**src/design/encoder_position_capture_regs.svh**
```systemverilog
// Register offsets, field positions and constants of the encoder position block
`ifndef ENCODER_POSITION_CAPTURE_REGS_SVH
`define ENCODER_POSITION_CAPTURE_REGS_SVH

`define REG_CTRL     8'h00
`define REG_CMD      8'h04
`define REG_INIT     8'h08
`define REG_RELOAD   8'h0C
`define REG_POS      8'h10
`define REG_STATUS   8'h14
`define REG_SAMPLE   8'h18

`define CTRL_MODE    0
`define CTRL_ZEN     1
`define CTRL_ZPH_LO  2
`define CTRL_ZPH_HI  3
`define CTRL_SFALL   4

`define CMD_START    0
`define CMD_STOP     1

`define STAT_ARMED   0
`define STAT_EMPTY   1
`define STAT_FULL    2
`define STAT_OVF     3
`define STAT_CNT_LO  8
`define STAT_CNT_HI  11

`define PIN_A        0
`define PIN_B        1
`define PIN_Z        2
`define PIN_S        3

`define WORD_ZERO    32'h0000_0000
`define POS_ONE      32'h0000_0001
`define PTR_ONE      3'h1
`define CNT_ZERO     4'h0
`define CNT_ONE      4'h1
`define CNT_DEPTH    4'h8

`endif

```
**src/design/encoder_position_capture_pkg.sv**
```systemverilog
// Types shared by the encoder position block and its pin synchroniser
package encoder_position_capture_pkg;

	typedef enum logic [1:0] {
		ST_IDLE = 2'h1,
		ST_RUN  = 2'h2
	} run_e;

	typedef struct packed {
		logic [3:0] s1;
		logic [3:0] s2;
		logic [3:0] s3;
		logic [3:0] stable;
	} sync_s;

	typedef struct packed {
		run_e            st;
		logic [31:0]     pos;
		logic [31:0]     init;
		logic [31:0]     reload;
		logic            mode;
		logic            zen;
		logic [1:0]      zph;
		logic            sfall;
		logic            a;
		logic            b;
		logic            z;
		logic            s;
		logic [7:0][31:0] mem;
		logic [2:0]      wr;
		logic [2:0]      rd;
		logic [3:0]      cnt;
		logic            ovf;
		logic            pready;
		logic            pslverr;
		logic [31:0]     prdata;
	} epc_s;

endpackage

```
**src/design/pin_sync.sv**
```systemverilog
// Three-stage synchroniser with agreement filter for the encoder and sample clock pins
module pin_sync
	import encoder_position_capture_pkg::*;
(
	input  logic       pclk,
	input  logic       presetn,
	input  logic [3:0] pin_raw,
	output logic [3:0] pin_clean
);

	sync_s q;
	sync_s d;

	// Stage one feeds stage two only; a change is taken once stages two and three agree
	always_comb begin
		d = q;
		d.s1 = pin_raw;
		d.s2 = q.s1;
		d.s3 = q.s2;
		for (int i = 0; i < 4; i++) begin
			if (q.s2[i] == q.s3[i]) begin
				d.stable[i] = q.s3[i];
			end
		end
	end

	always_ff @(posedge pclk or negedge presetn) begin
		if (!presetn) begin
			q <= '0;
		end else begin
			q <= d;
		end
	end

	assign pin_clean = q.stable;

endmodule

```
**src/design/encoder_position_capture.sv**
```systemverilog
// Quadrature position counter with index reload, on-demand reads and sample-clock capture
//
// Overview of operation
// - Start command presets the position counter to the software initial value.
// - Index input affects position only while index enable is set.
// - Qualified index pulse loads reload value when A and B match phase.
// - Start arms once; later position reads return live count, counting continues.
// - Read while not armed in direct mode starts, samples and stops; no position retained.
// - Buffered mode captures position on each active sample clock edge while armed, in order; a full buffer drops the sample.
//
// Decided for this implementation: the placing of the registers and the APB register port.
`include "encoder_position_capture_regs.svh"

module encoder_position_capture
	import encoder_position_capture_pkg::*;
(
	input  logic        pclk,
	input  logic        presetn,
	input  logic        psel,
	input  logic        penable,
	input  logic        pwrite,
	input  logic [7:0]  paddr,
	input  logic [31:0] pwdata,
	output logic [31:0] prdata,
	output logic        pready,
	output logic        pslverr,
	input  logic        enc_a,
	input  logic        enc_b,
	input  logic        enc_z,
	input  logic        sample_clk
);

	epc_s        q;
	epc_s        d;
	logic [3:0]  pin;
	logic        pa;
	logic        pb;
	logic        pz;
	logic        ps;
	logic        acc;
	logic        done;
	logic        run;
	logic        step;
	logic        up;
	logic        z_load;
	logic        s_edge;
	logic        push;
	logic        pop;
	logic        cmd_wr;
	logic        start;
	logic        stop;
	logic        implicit;
	logic        full;
	logic [31:0] rd_word;

	// The sample clock is an ordinary pin sampled on pclk
	pin_sync u_sync (
		.pclk      (pclk),
		.presetn   (presetn),
		.pin_raw   ({sample_clk, enc_z, enc_b, enc_a}),
		.pin_clean (pin)
	);

	assign pa = pin[`PIN_A];
	assign pb = pin[`PIN_B];
	assign pz = pin[`PIN_Z];
	assign ps = pin[`PIN_S];

	// First access cycle prepares the answer, the second completes it
	assign acc      = psel && penable && !q.pready;
	assign done     = psel && penable && q.pready;
	assign run      = (q.st == ST_RUN);
	assign step     = (pa ^ q.a) ^ (pb ^ q.b);
	assign up       = pa ^ q.b;
	assign z_load   = run && q.zen && pz && !q.z && ({pb, pa} == q.zph);
	assign s_edge   = q.sfall ? (q.s && !ps) : (!q.s && ps);
	assign push     = run && q.mode && s_edge;
	assign full     = (q.cnt == `CNT_DEPTH);
	assign pop      = done && !pwrite && (paddr == `REG_SAMPLE) && (q.cnt != `CNT_ZERO);
	assign cmd_wr   = done && pwrite && (paddr == `REG_CMD);
	assign start    = cmd_wr && pwdata[`CMD_START];
	assign stop     = cmd_wr && pwdata[`CMD_STOP] && !start;
	assign implicit = done && !pwrite && (paddr == `REG_POS) && !run && !q.mode;

	always_comb begin
		rd_word = `WORD_ZERO;
		case (paddr)
			`REG_CTRL: begin
				rd_word[`CTRL_MODE] = q.mode;
				rd_word[`CTRL_ZEN] = q.zen;
				rd_word[`CTRL_ZPH_HI:`CTRL_ZPH_LO] = q.zph;
				rd_word[`CTRL_SFALL] = q.sfall;
			end
			`REG_INIT: begin
				rd_word = q.init;
			end
			`REG_RELOAD: begin
				rd_word = q.reload;
			end
			`REG_POS: begin
				// Unarmed on-demand read answers with the freshly preset value
				rd_word = (!run && !q.mode) ? q.init : q.pos;
			end
			`REG_STATUS: begin
				rd_word[`STAT_ARMED] = run;
				rd_word[`STAT_EMPTY] = (q.cnt == `CNT_ZERO);
				rd_word[`STAT_FULL] = full;
				rd_word[`STAT_OVF] = q.ovf;
				rd_word[`STAT_CNT_HI:`STAT_CNT_LO] = q.cnt;
			end
			`REG_SAMPLE: begin
				if (q.cnt != `CNT_ZERO) begin
					rd_word = q.mem[q.rd];
				end
			end
			default: begin
				rd_word = `WORD_ZERO;
			end
		endcase
	end

	always_comb begin
		d = q;
		d.pready = 1'b0;
		d.a = pa;
		d.b = pb;
		d.z = pz;
		d.s = ps;

		if (acc) begin
			d.pready = 1'b1;
			d.prdata = rd_word;
			d.pslverr = !((paddr == `REG_CTRL) || (paddr == `REG_CMD) || (paddr == `REG_INIT) ||
				(paddr == `REG_RELOAD) || (paddr == `REG_POS) || (paddr == `REG_STATUS) ||
				(paddr == `REG_SAMPLE));
		end else if (!q.pready) begin
			d.pslverr = 1'b0;
		end

		// Counting while armed; index load has priority over a quadrature step
		if (run) begin
			if (z_load) begin
				d.pos = q.reload;
			end else if (step) begin
				d.pos = up ? q.pos + `POS_ONE : q.pos - `POS_ONE;
			end
		end

		if (done && pwrite) begin
			case (paddr)
				`REG_CTRL: begin
					d.mode = pwdata[`CTRL_MODE];
					d.zen = pwdata[`CTRL_ZEN];
					d.zph = pwdata[`CTRL_ZPH_HI:`CTRL_ZPH_LO];
					d.sfall = pwdata[`CTRL_SFALL];
				end
				`REG_INIT: begin
					d.init = pwdata;
				end
				`REG_RELOAD: begin
					d.reload = pwdata;
				end
				`REG_STATUS: begin
					if (pwdata[`STAT_OVF]) begin
						d.ovf = 1'b0;
					end
				end
				default: begin
					d.st = q.st;
				end
			endcase
		end

		if (start) begin
			d.st = ST_RUN;
			d.pos = q.init;
		end else if (stop) begin
			d.st = ST_IDLE;
		end

		// One-shot start and stop around a read of an unarmed counter
		if (implicit) begin
			d.pos = q.init;
			d.st = ST_IDLE;
		end

		// Captured samples are kept in arrival order; a full buffer drops and flags
		if (push) begin
			if (full && !pop) begin
				d.ovf = 1'b1;
			end else begin
				d.mem[q.wr] = q.pos;
				d.wr = q.wr + `PTR_ONE;
			end
		end
		if (pop) begin
			d.rd = q.rd + `PTR_ONE;
		end
		d.cnt = q.cnt + {3'h0, push && !(full && !pop)} - {3'h0, pop};
	end

	always_ff @(posedge pclk or negedge presetn) begin
		if (!presetn) begin
			q <= '0;
			q.st <= ST_IDLE;
		end else begin
			q <= d;
		end
	end

	assign prdata  = q.prdata;
	assign pready  = q.pready;
	assign pslverr = q.pslverr;
endmodule

```
**config.mk**
```make
export PLATFORM = sky130hd
export DESIGN_NAME = encoder_position_capture
export DESIGN_NICKNAME = d
export VERILOG_FILES = /design/src/design/encoder_position_capture_pkg.sv /design/src/design/pin_sync.sv /design/src/design/encoder_position_capture.sv
export VERILOG_INCLUDE_DIRS = /design/src /design/src/design
export SDC_FILE = /design/constraint.sdc
export NUM_CORES = 1
export LEC_CHECK = 0
export ABC_CLOCK_PERIOD_IN_PS = 4600
export BUFFER_PORTS_ARGS = -buffer_cell sky130_fd_sc_hd__buf_4
export CAP_MARGIN = 20
export CORE_AREA = 5 5 195 197
export CTS_CLUSTER_DIAMETER = 30
export DETAILED_ROUTE_END_ITERATION = 16
export DIE_AREA = 0 0 200 202
export PLACE_DENSITY = 0.84
export SETUP_SLACK_MARGIN = 0.5
export SLEW_MARGIN = 10
export SYNTH_ARGS = -nofsm -noshare
export SYNTH_HDL_FRONTEND = slang
export SYNTH_SLANG_ARGS = --single-unit
```
**constraint.sdc**
```tcl
create_clock -name pclk -period 4.6 [get_ports pclk]
set_clock_uncertainty 0.15 [all_clocks]
set_input_delay 0.46 -clock pclk [delete_from_list [all_inputs] [get_ports pclk]]
set_output_delay 0.46 -clock pclk [all_outputs]
set_load 0.005 [all_outputs]
```
==> flow_results.org <==
** Clock tree
- The number of hold buffers added after CTS was 33.
- Post-cts repair resize count :: 0
- The cell sitting at the root of the clock tree is a sky130_fd_sc_hd__clkbuf_16.
- The clock passes through at most 3 buffers.
- Number of buffers added by the clock tree synthesis step :: 80
- Depth of the CTS H-tree :: 3
- Clock sink total :: 424
- TritonCTS built the clock tree.
- Clock input transition at the sequential cells of the worst setup and hold paths :: 0.06 ns
- Clock latency on the worst-skew pair, taken at its later pin, is 0.59 ns.
- In this run the post-CTS setup repair buffer count came out at 0.

** GRT
- Pin count of the biggest net entering global routing :: 132
- In the global route stage, overall resource usage came out at 29.0%.
- Initial antenna violation count :: 0
- Vias in the first global route :: 16,300
- The first global-routing pass estimated 92,000 µm of wire.
- Total gr overflow :: 0

** Cells and area
- Cells fill 69.0% of the core in the end.
- Number of inserted filler cells in the final layout :: 2,241
- Cells with a size suffix above 1 make up 33.2% of the layout.
- The final layout contains 1,820 nets.
- The number of antenna diodes in the final layout is 0.
- Register area :: 0.0106 mm²
- Final cell count without fillers :: 2,293
- The multi-input combinational cells in the finished layout cover a total of 0.00966 mm².
- Synth-to-layout area growth :: 17.1%

** STA
- Setup violation total in the final timing report :: 0
- Time the final worst path needs with I/O delays and setup :: 3.65 ns
- Worst max-slew margin expressed relative to the limit :: 21.4%
- FMAX :: 274 MHz
- Final period utilization :: 79.3%
- Summed over all failing endpoints, the final setup total negative slack is 0 ns.
- The final number of max-transition violations is 0.
- Hold slack final :: 0.00295 ns
- Setup repair after global routing missed its margin :: false
- The count of endpoints failing hold in the final timing report is 0.
- Actual slew at the worst max-slew pin :: 1.17 ns

** Yosys
- After synthesis, the cell types taking the most area are sky130_fd_sc_hd__dfrtp_1 (50%), sky130_fd_sc_hd__mux2_2 (12%), sky130_fd_sc_hd__mux4_2 (6.8%).
- A synthesized cell averages 12.3 µm².
- After synthesis, the share of flip-flops with an asynchronous set or reset is 100%.
- Yosys mapped a number of flops with a built-in enable equal to 0.
- Synthesized net count :: 1,790
- The synthesized netlist occupies a cell area of 0.0213 mm².
- Most repeated cell in the gate-level netlist after synthesis :: sky130_fd_sc_hd__dfrtp_1
- For this run, the number of Yosys warnings is 0.
- For this run, the leading register cell type out of synthesis is sky130_fd_sc_hd__dfrtp_1.
- Share of the synthesized area in the top cell type :: 49.8%
- Summed over all instances, the cell type with the most area after synthesis is sky130_fd_sc_hd__dfrtp_1.
- Seq/Total Area, Yosys :: 49.9%
- Flip-flop and latch count after synthesis :: 424
- The cell count after synthesis came out at 1,731.
- Synth unique cells :: 79
- Top cell types by occurrence after synthesis :: sky130_fd_sc_hd__dfrtp_1 (423), sky130_fd_sc_hd__mux2_2 (230), sky130_fd_sc_hd__clkbuf_1 (104)

** Worst hold path
- In this run the worst hold path is classified as input pin to flip-flop.

** Setup path
- The worst setup path is launched from a flip-flop.
- Counting both buffers and inverters, the worst setup path holds a total of 2.
- Crit. End Element :: flip-flop
- The critical path goes through xor2_4 > buf_4 > inv_4 > a41oi_1 > o21bai_1 > mux2_2 > a2111oi_0 > o31ai_1.
- Of all nets on the critical path, the largest fanout is 55.
- Req. time, crit path :: 4.89 ns
- Library cell contributing the largest single delay on the critical path :: sky130_fd_sc_hd__a2111oi_0
- Arr. time, crit path :: 3.93 ns
- The critical path in this run is classified as flip-flop to flip-flop.
- Broken down by cell family, the worst path's largest delay share belongs to compound AO/OA/AOI/OAI gates.
- Worst stage delay on the critical path :: 0.73 ns

** Flow run
- Reported max-cap violation count :: 0

** Pwr
- The analysis attributes to cell leakage a power of 0.0115 µW.
- Power per cell area :: 413 mW/mm²
- IR analysis of the VDD net gives a maximum drop of 374 µV.
- The design draws 10,300 µW.

** Die
- 83 I/O pins were placed.
- The initialized floorplan defines 70 standard-cell rows.
- Horizontal extent of the die :: 200 µm
- Area enclosed by the die boundary :: 0.0404 mm²
- For this configuration, the core starts out at a cell density of 58.9%.
- Die boundary height :: 202 µm
- After floorplanning, the core was sized to cover 0.0361 mm².

** Drt
- Dividing the detail-routed via count by the number of cells gives 6.62.
- After detailed routing, the total wire length is 58,200 µm.
- For this run, design rule violations remaining after detail routing come to 0.
- After the first detailed-routing iteration, the DRC count stood at 1,436.
- The count of nets left with antenna violations once routing finished came out at 0.
- For this block, the via count after detailed routing is 15,200.
- After detailed routing, the average wire length per cell comes to 25.4 µm.
- The first TritonRoute pass finished after 6 iterations.

** Run status
- The run finished with clean final reports.

** Placement
- The number of placed instances, taps included, is 2,114.
- GP Congestion :: 0.916
- Number of I/O port buffers :: 82
- Detailed placement finished with a half-perimeter wire length of 33,600 µm.
where the power goes:
group / switching, µW / internal, µW / total [µW] / leakage, µW
clock network: 2050 / 3870 / 5920 / 0.00134
logic: 331 / 207 / 538 / 0.00451
registers: 46.6 / 3770 / 3820 / 0.00567
stage by stage:
step           instance area (µm²)  setup WS, ns
2_1_floorplan                21300         0.897
3_3_place_gp                 21800         0.921
3_5_place_dp                 21800         0.864
4_1_cts                      24900          1.00
5_1_grt                      24900         0.741
6_report                     24900         0.951
sequential cells by signal, indices dropped and copies added (netlist names):
register / flops
pslverr: 1
u_sync.d: 8
pready: 1
u_sync.q: 4
q: 374
prdata: 32
u_sync.pin_clean: 4
cells in the final DEF, fill, tap and decap left out, types with 33 or more instances in the layout:
cell type                       count
sky130_fd_sc_hd__dfrtp_1          420
sky130_fd_sc_hd__mux2_2           230
sky130_fd_sc_hd__nand2_1          103
sky130_fd_sc_hd__buf_4            101
sky130_fd_sc_hd__o21ai_0           95
sky130_fd_sc_hd__clkbuf_16         82
sky130_fd_sc_hd__a21oi_1           79
sky130_fd_sc_hd__mux2_1            71
sky130_fd_sc_hd__mux4_2            64
sky130_fd_sc_hd__nor2_1            63
sky130_fd_sc_hd__mux2i_1           44
sky130_fd_sc_hd__nand3_1           36
sky130_fd_sc_hd__dlygate4sd3_1     33
metal layers:
| metal | GRT usage (%) | vias to the layer above | wire length [µm] |
|---|---|---|---|
| met5 | 0 | - | 0 |
| met4 | 14.5 | 0 | 2700 |
| met3 | 5.20 | 199 | 4380 |
| met2 | 47.6 | 791 | 28800 |
| met1 | 36.9 | 7784 | 22300 |
| li1 | - | 6395 | - |
worst paths after layout:
check	from	slack [ns]	endpoint	cells past startpoint
worst min-delay path	pwdata[31]	0.003	q[341]	2
worst max-delay path	u_sync.pin_clean[0]	0.95	q[396]	8
min in group asynchronous	presetn	0.44	q[348]	2
max in group asynchronous	presetn	2.69	q[365]	3
worst max register to register	u_sync.pin_clean[0]	0.95	q[396]	8
worst min register to register	u_sync.d[11]	0.20	u_sync.d[7]	0
logic make-up after synthesis:
group / count (synthesis) / share of synthesized area (%)
multiplexers: 436 / 26.7
flip-flops: 424 / 49.9
AND/OR/NAND/NOR: 334 / 8.10
AO/OA/AOI/OAI: 277 / 7.81
buffers and inverters: 202 / 4.86
XOR/XNOR: 44 / 1.81
adder cells (fa/ha/maj): 14 / 0.812
final cells by class:
class,count,area share [%]
Clock buffer,102,9.15
Clock inverter,44,1.95
Inverter,8,0.131
Multi-Input combinational cell,1105,38.8
Sequential cell,424,42.6
Tap cell,468,2.35
Timing Repair Buffer,142,4.99
No activity file was read; power rests on OpenSTA's default activity.
